<file path="src/design/pulse_pattern_pkg.sv">
// Purpose: Constants, register map and carrier types for the pulse pattern output groups.
// Assumes: APB with 32-bit data, one aligned word per register.
// Notes:   Offsets are byte addresses.
package pulse_pattern_pkg;

  localparam int unsigned GROUPS      = 4;
  localparam int unsigned GROUP_BITS  = 4;
  localparam int unsigned OUT_BITS    = 16;
  localparam int unsigned CHANNELS    = 4;
  localparam int unsigned SEL_BITS    = 2;

  localparam logic [7:0] OFS_MODE      = 8'h00;
  localparam logic [7:0] OFS_TRIG_SEL  = 8'h04;
  localparam logic [7:0] OFS_NEXT_DATA = 8'h08;
  localparam logic [7:0] OFS_OUT_DATA  = 8'h0C;
  localparam logic [7:0] OFS_NEXT_EN   = 8'h10;
  localparam logic [7:0] OFS_DIRECTION = 8'h14;
  localparam logic [7:0] OFS_PIN_STATE = 8'h18;

  localparam int unsigned INV_LSB = 4;
  localparam int unsigned NOV_LSB = 0;

  localparam logic [7:0]  MODE_RESET     = 8'hF0;
  localparam logic [7:0]  TRIG_SEL_RESET = 8'hFF;
  localparam logic [15:0] DATA_RESET     = 16'h0000;

  typedef struct packed {
    logic [7:0]  mode;
    logic [7:0]  trig_sel;
    logic [15:0] next_data;
    logic [15:0] out_data;
    logic [15:0] next_en;
    logic [15:0] direction;
    logic [15:0] pin_level;
    logic [15:0] pin_oe;
    logic [31:0] prdata;
    logic        pslverr;
  } ppg_state_s;

  typedef struct packed {
    logic [CHANNELS-1:0] match_a;
    logic [CHANNELS-1:0] match_b;
  } timer_events_s;

endpackage

</file>
<file path="src/design/pulse_pattern_output_groups.sv">
// Purpose: Pattern output groups moving staged bits to output bits on timer compare events.
// Assumes: Compare inputs are single-cycle pulses synchronous to core_clk.
// Notes:   APB slave with zero wait states; unmapped addresses read zero and flag pslverr.
`timescale 1ns/1ps
`default_nettype none
module pulse_pattern_output_groups
  import pulse_pattern_pkg::*;
(
  // Clock, reset and enable
  input  wire logic          core_clk,
  input  wire logic          rst_n,
  input  wire logic          clk_en,
  // APB slave
  input  wire logic          psel,
  input  wire logic          penable,
  input  wire logic          pwrite,
  input  wire logic [7:0]    paddr,
  input  wire logic [31:0]   pwdata,
  output logic      [31:0]   prdata,
  output logic               pready,
  output logic               pslverr,
  // Companion timer compare events
  input  wire timer_events_s timer_ev,
  // Pattern pins
  output logic      [15:0]   pattern_out,
  output logic      [15:0]   pattern_oe
);

  ppg_state_s st_r;
  ppg_state_s st_nxt;

  function automatic logic [15:0] pin_value(input logic [15:0] data, input logic [7:0] mode);
    logic [15:0] v;
    v = data;
    for (int g = 0; g < GROUPS; g++)
    begin
      if (!mode[INV_LSB + g])
      begin
        v[g*GROUP_BITS +: GROUP_BITS] = ~data[g*GROUP_BITS +: GROUP_BITS];
      end
    end
    return v;
  endfunction

  logic wr_acc;
  logic rd_acc;
  logic [31:0] rd_val;
  logic rd_hit;

  assign wr_acc = psel && penable && pwrite;
  assign rd_acc = psel && !penable && !pwrite;

  always_comb
  begin
    rd_hit = 1'b1;
    unique case (paddr)
      OFS_MODE:      rd_val = {24'h000000, st_r.mode};
      OFS_TRIG_SEL:  rd_val = {24'h000000, st_r.trig_sel};
      OFS_NEXT_DATA: rd_val = {16'h0000, st_r.next_data};
      OFS_OUT_DATA:  rd_val = {16'h0000, st_r.out_data};
      OFS_NEXT_EN:   rd_val = {16'h0000, st_r.next_en};
      OFS_DIRECTION: rd_val = {16'h0000, st_r.direction};
      OFS_PIN_STATE: rd_val = {16'h0000, st_r.pin_level};
      default:
      begin
        rd_val = 32'h00000000;
        rd_hit = 1'b0;
      end
    endcase
  end

  // Software writes land first; a match A in the same cycle then overrides the written output bits, a match B in non-overlap mode ANDs them with the staged bits.
  always_comb
  begin
    logic [SEL_BITS-1:0] sel;
    logic                ev_a;
    logic                ev_b;
    logic [3:0]          nd;
    st_nxt = st_r;
    sel = '0;
    ev_a = 1'b0;
    ev_b = 1'b0;
    nd = '0;
    st_nxt.pslverr = 1'b0;
    if (rd_acc)
    begin
      st_nxt.prdata  = rd_val;
    end
    if (psel && !penable)
    begin
      st_nxt.pslverr = !rd_hit;
    end
    if (wr_acc)
    begin
      unique case (paddr)
        OFS_MODE:      st_nxt.mode = pwdata[7:0];
        OFS_TRIG_SEL:  st_nxt.trig_sel = pwdata[7:0];
        OFS_NEXT_DATA: st_nxt.next_data = pwdata[15:0];
        OFS_OUT_DATA:  st_nxt.out_data = pwdata[15:0];
        OFS_NEXT_EN:   st_nxt.next_en = pwdata[15:0];
        OFS_DIRECTION: st_nxt.direction = pwdata[15:0];
        default:       st_nxt.prdata = st_r.prdata;
      endcase
    end
    for (int g = 0; g < GROUPS; g++)
    begin
      sel  = st_r.trig_sel[g*SEL_BITS +: SEL_BITS];
      ev_a = timer_ev.match_a[sel];
      ev_b = timer_ev.match_b[sel] && st_r.mode[NOV_LSB + g];
      nd   = st_r.next_data[g*GROUP_BITS +: GROUP_BITS];
      if (ev_a)
      begin
        st_nxt.out_data[g*GROUP_BITS +: GROUP_BITS] = nd;
      end
      else if (ev_b)
      begin
        st_nxt.out_data[g*GROUP_BITS +: GROUP_BITS] = st_nxt.out_data[g*GROUP_BITS +: GROUP_BITS] & nd;
      end
    end
    st_nxt.pin_level = pin_value(st_nxt.out_data, st_nxt.mode);
    st_nxt.pin_oe    = st_nxt.direction & st_nxt.next_en;
  end

  always_ff @(posedge core_clk)
  begin
    if (!rst_n)
    begin
      st_r           <= '0;
      st_r.mode      <= MODE_RESET;
      st_r.trig_sel  <= TRIG_SEL_RESET;
      st_r.out_data  <= DATA_RESET;
      st_r.pin_level <= DATA_RESET;
    end
    else if (clk_en)
    begin
      st_r <= st_nxt;
    end
  end

  // Every register answers in its access phase, so the slave never stalls the bus.
  assign prdata      = st_r.prdata;
  assign pslverr     = st_r.pslverr;
  assign pready      = 1'b1;
  assign pattern_out = st_r.pin_level;
  assign pattern_oe  = st_r.pin_oe;

  // Group 0 stands in for all four, group 3 for the direct pin level; every group runs the same loop body.
  logic [SEL_BITS-1:0] g0_sel;
  assign g0_sel = st_r.trig_sel[SEL_BITS-1:0];
endmodule // pulse_pattern_output_groups
`default_nettype wire

</file>
<file path="config.mk">
export PLATFORM = sky130hd
export DESIGN_NAME = pulse_pattern_output_groups
export DESIGN_NICKNAME = d
export VERILOG_FILES = /design/src/design/pulse_pattern_pkg.sv /design/src/design/pulse_pattern_output_groups.sv
export SDC_FILE = /design/constraint.sdc
export NUM_CORES = 1
export LEC_CHECK = 0
export ABC_AREA = 0
export ABC_CLOCK_PERIOD_IN_PS = 2800
export BUFFER_PORTS_ARGS = -buffer_cell sky130_fd_sc_hd__buf_2
export CAP_MARGIN = 20
export CORE_ASPECT_RATIO = 0.6
export CORE_MARGIN = 2
export CORE_UTILIZATION = 55
export CTS_CLUSTER_DIAMETER = 30
export DETAILED_ROUTE_END_ITERATION = 7
export GPL_TIMING_DRIVEN = 0
export PLACE_DENSITY = 0.89
export SLEW_MARGIN = 20
export SYNTH_ARGS = -nofsm -noshare
export SYNTH_HDL_FRONTEND = slang
export SYNTH_SLANG_ARGS = --single-unit
</file>
<file path="constraint.sdc">
create_clock -name core_clk -period 2.8 [get_ports core_clk]
set_input_delay 0 -clock core_clk [delete_from_list [all_inputs] [get_ports core_clk]]
set_output_delay 0 -clock core_clk [all_outputs]
set_load 0.01 [all_outputs]
</file>
* After elaboration in Yosys (flattened, before gate mapping)
Cells that the tools add are included.
** Operators by class
- $add $sub $neg :: 0
- Multipliers :: 0
- Div/mod/pow operators :: 0
- Magnitude comparators :: 4
- Equal/unequal tests :: 7
- Shift operators :: 0
- Muxes and demuxes :: 41
- Bitwise operators :: 9
- Reductions and logical operators :: 18
** Operators by type and width (count)
- one-hot mux 16 bit (7 select lines) :: 1
- two-way mux 32 bit :: 3
- two-way mux 80 bit :: 1
- two-way mux 16 bit :: 4
- two-way mux 4 bit :: 12
- equality test 8 x 5 -> 1 bit (second input constant) :: 3
- bitwise AND 16 bit :: 1
- bitwise AND 4 bit :: 4
- binary-select mux 1 bit (select 2 bit) :: 8
- equality test 8 x 4 -> 1 bit (second input constant) :: 2
- two-way mux 8 bit :: 2
- inverter 4 bit :: 4
- less-than comparator 2 x 3 -> 1 bit (second input constant) :: 4
- two-way mux 1 bit :: 10
- AND reduction 3 bit :: 3
- equality test 8 x 3 -> 1 bit (second input constant) :: 1
- logical AND 1 bit :: 8
- zero test 8 bit :: 1
- OR reduction 7 bit :: 1
- OR reduction 6 bit :: 1
- zero test 1 bit :: 3
- != test 2 bit (second input constant) :: 1
- AND reduction 2 bit :: 1
** Storage, ports and cells
- Register bits after elaboration :: 145
- Latch bits :: 0
- RAM bits :: 0
- ROM bits :: 0
- Input bits :: 54
- Logic and storage cells :: 90
- Memories :: 0

* Longest topological paths before layout
- Depth in word-level cells :: 8
- Mapped depth :: 8
- Mapped depth without buffers :: 5

* Worst setup path after synthesis
OpenSTA, ideal clock, no wires.
- Path kind :: register to register
- Start :: register st_r[133] (netlist name)
- End :: register st_r (netlist bit pattern_out[10])
- Setup time :: 116 ps
- Arrival :: 1801 ps
- Required time :: 2684 ps
- Setup slack :: 883 ps
- Cell stages (with the launch flop) :: 6
- Clock period less this slack :: 1917 ps
- Cells stage by stage :: dfxtp_1 > mux4_2 > a221oi_1 > nor3_1 > a311o_1 > o211a_1
** Between the ends
- Cells in the longest elaborated chain, start to end :: 7
** Ends and longest elaborated chain
- start, declared :: RTL line pulse_pattern_output_groups.sv:29 : ppg_state_s st_r;
- start signal, assigned :: RTL line pulse_pattern_output_groups.sv:136 : st_r <= st_nxt;
- binary-select mux 1 bit (select 2 bit) :: RTL line pulse_pattern_output_groups.sv:109 : ev_b = timer_ev.match_b[sel] && st_r.mode[NOV_LSB + g];
- two-way mux 1 bit (not written as such) :: RTL line pulse_pattern_output_groups.sv:109
- logical AND 1 bit :: RTL line pulse_pattern_output_groups.sv:109
- two-way mux 4 bit :: RTL line pulse_pattern_output_groups.sv:115 : else if (ev_b)
- two-way mux 4 bit * :: RTL line pulse_pattern_output_groups.sv:111 : if (ev_a)
- inverter 4 bit :: RTL line pulse_pattern_output_groups.sv:39 : v[g*GROUP_BITS +: GROUP_BITS] = ~data[g*GROUP_BITS +: GROUP_BITS];
- two-way mux 4 bit * :: RTL line pulse_pattern_output_groups.sv:37 : if (!mode[INV_LSB + g])
Mark *: on every way between the ends. The rest lies on a longest branch, timed or not. The select of a mux whose other input is x is not followed.
A chain may end at the register's enable or synchronous reset.

* Final worst setup path
- Start :: input port pwrite
- End :: register st_r (netlist bit pattern_out[6])
** Between the ends
- Cells in the longest elaborated chain, start to end :: 7
** Ends and longest elaborated chain
- start, declared :: RTL line pulse_pattern_output_groups.sv:16 : input wire logic pwrite,
- logical AND 1 bit * :: RTL line pulse_pattern_output_groups.sv:50 : assign wr_acc = psel && penable && pwrite;
- two-way mux 80 bit * :: RTL line pulse_pattern_output_groups.sv:93 : if (wr_acc)
- bitwise AND 4 bit :: RTL line pulse_pattern_output_groups.sv:117 : st_nxt.out_data[g*GROUP_BITS +: GROUP_BITS] = st_nxt.out_data[g*GROUP_BITS +: GROUP_BITS] & nd;
- two-way mux 4 bit :: RTL line pulse_pattern_output_groups.sv:115
- two-way mux 4 bit :: RTL line pulse_pattern_output_groups.sv:111
- inverter 4 bit :: RTL line pulse_pattern_output_groups.sv:39
- two-way mux 4 bit * :: RTL line pulse_pattern_output_groups.sv:37
Mark *: on every way between the ends. The rest lies on a longest branch, timed or not.

==> impl_metrics.toml <==
[clock_network]
clk_latency_ps = 430
cts_hold_buf = 14
post_cts_buffers = 0
cts.sinks = 129
clk_pin_slew_ps = 60
h-tree-depth = 4
cts_tree = "yes"
cts_resized = 0
root_buffer = "clkbuf_16"
numCtsBuffers = 17
clockBufferDepth = 2

[global_route]
grt_usage_pct = 35.9
grt_max_degree = 17
grt_pass1_wl_mm = 37.7
overflow = 0
grt_pass1_vias = 6663
antenna_found_initial = 0

[timing]
rsz0062_at_grt = "no"
fmax_mhz = 381
relSlewSlack_pct = 36.9
post-route-period-util_pct = 93.7
worst_pin_slew_ps = 946
setup_viol = 0
holdWs_ps = 49.7
fin_tns_setup_ps = 0
finalCriticalPeriod_ps = 2620
final_hold_viol_count = 0
finalClockSkew_ps = 7.81
drv_slew = 0

[floorplan]
die_area_mm2 = 0.0141
die_h_um = 92.7
pin_count = 120
core_area_mm2 = 0.0128
initial_core_util_pct = 56.2
rows = 32
die_x_um = 152

[layout]
n_antenna_cell = 0
final_common_cell = "nand2_1"
areaGrowthSynthToFinish_pct = 19.5
drive_above_1_share_pct = 22.9
n_fill_cell = 1074
layout_common_cells = "nand2_1, dfxtp_1, buf_2"
final_nets = 1042

[drt]
met1_length_mm = 10.4
drt_first_pass_iters = 8
drc_errors = 0
wl_met3_mm = 4.35
detailroute.via_count = 7420
ant_nets = 0
via_per_inst = 6.34
highest_layer = "met4"
dr.first_iter.drc_count = 1118
routedWlPerCell_um = 21.5
wl_met2_mm = 9.91
drt-total-wl_mm = 25.2

[synth]
ys_warn_count = 0
synth_async_sr_flop_share_pct = 0
synth_edf_count = 0
syn_inst = 863
synth_area_mm2 = 0.00721
postSynthAreaPerCell_um2 = 8.35
synth.distinct_cells = 56
synth.yosys.seq_area_share_pct = 35.8
ys.flop_type = "dfxtp_1"
ys_seq_elements = 129

[critical_path]
worstPathRequired_ps = 3130
reg2reg_from = "st_r[133]"
worst-r2r-cell-count = 5
start_kind = "input pin"
r2r_slack_ps = 260
cp.arrival_ps = 2960
rr_endpoint = "pattern_out[9]"
crit_type = "in -> reg"
path_max_fanout = 10
end_kind = "flip-flop"

[pwr]
vdd_drop_max_v = 0.000472
p_leak_nw = 3.47
p_per_area_mw_per_mm2 = 555

[place]
gp_congestion = 1.04
dpl.hpwl_mm = 18.2
io_buffers = 77

[outcome]
status = "finished clean"

[worst_hold_path]
hold_path_depth = 3
worst_hold_path_type = "in -> reg"
hp-start = "pwdata[6]"
min_to = "st_r[87]"

[run]
maxCapViolCount = 0
area by class of cell:
| cell class | count | area (um2) | area share (%) |
|---|---|---|---|
| Clock buffer | 20 | 457 | 5.30 |
| Clock inverter | 11 | 153 | 1.77 |
| Inverter | 17 | 63.8 | 0.741 |
| Buffer | 124 | 743 | 8.63 |
| Timing Repair Buffer | 91 | 526 | 6.10 |
| Multi-Input combinational cell | 608 | 3870 | 45.0 |
| Tap cell | 170 | 213 | 2.47 |
| Sequential cell | 129 | 2580 | 30.0 |
worst max-delay path, cell delays in order:
cell and delay (ps):
dlygate4sd3_1 510, buf_2 140, and3_1 350, buf_2 290, nand4_1 390, clkbuf_1 450, o211ai_1 450, a21oi_1 140
a311oi_1 240
state kept, by name (all words and copies together) (netlist names):
name,flops
st_r,78
pattern_oe,16
pattern_out,16
prdata,16
g0_sel,2
pslverr,1
power breakdown:
part / internal [mW] / switching [mW] / leakage (nW)
sequential: 1.87 / 0.0365 / 1.05
combinational: 0.210 / 0.337 / 2.14
clock: 1.45 / 0.868 / 0.290
Yosys cell counts, types with 12 or more instances:
| cell type | count | share of area [%] |
|---|---|---|
| a31oi_1 | 15 | 1.3 |
| inv_1 | 16 | 0.83 |
| a21oi_1 | 48 | 3.3 |
| nand3_1 | 12 | 0.83 |
| nor2_1 | 79 | 4.1 |
| o221ai_1 | 29 | 3.5 |
| buf_4 | 66 | 6.9 |
| nand2_1 | 141 | 7.3 |
| buf_2 | 18 | 1.3 |
| mux2i_1 | 53 | 7.4 |
| mux2_2 | 17 | 2.7 |
| o21ai_1 | 13 | 0.90 |
| clkbuf_1 | 35 | 1.8 |
| nor3_1 | 25 | 1.7 |
| dfxtp_1 | 129 | 36 |
| o21ai_0 | 22 | 1.5 |
routing by layer:
metal  up-vias  global-route usage [%]
met5         -                       0
met3        68                    15.6
met1      3445                    50.6
met4         0                    10.0
li1       3302                       -
met2       605                    49.6
worst max path at each step:
stage	endpoint	startpoint	slack [ps]
CTS	pattern_out[9]	st_r[133]	310
global placement	st_r[91]	paddr[7]	390
detailed placement	st_r[90]	paddr[7]	350
global route	pattern_out[6]	pwrite	140
finish	pattern_out[6]	pwrite	180
floorplan	pattern_out[10]	st_r[133]	880
kinds of logic after synthesis:
family | share of synthesized area, %
buffers and inverters | 11.2
and+or+nand+nor | 18.7
xor gates and xnor gates | 0.486
other | 0.104
DFF | 35.8
AOI/OAI and AO/OA | 20.8
muxes | 12.8
metrics by stage:
stage	cells	power [mW]	instance area [um2]	worst slack, ps	util [%]
after floorplan	878	2.27	7260	883	-
after global placement	1125	2.44	7860	391	61.3
after detailed placement	1125	2.45	7860	352	61.3
after CTS	1170	4.74	8610	313	67.2
after global routing	1170	4.88	8610	137	67.2
final	1170	4.77	8610	176	67.2
Power figures use the tool's default switching activity.
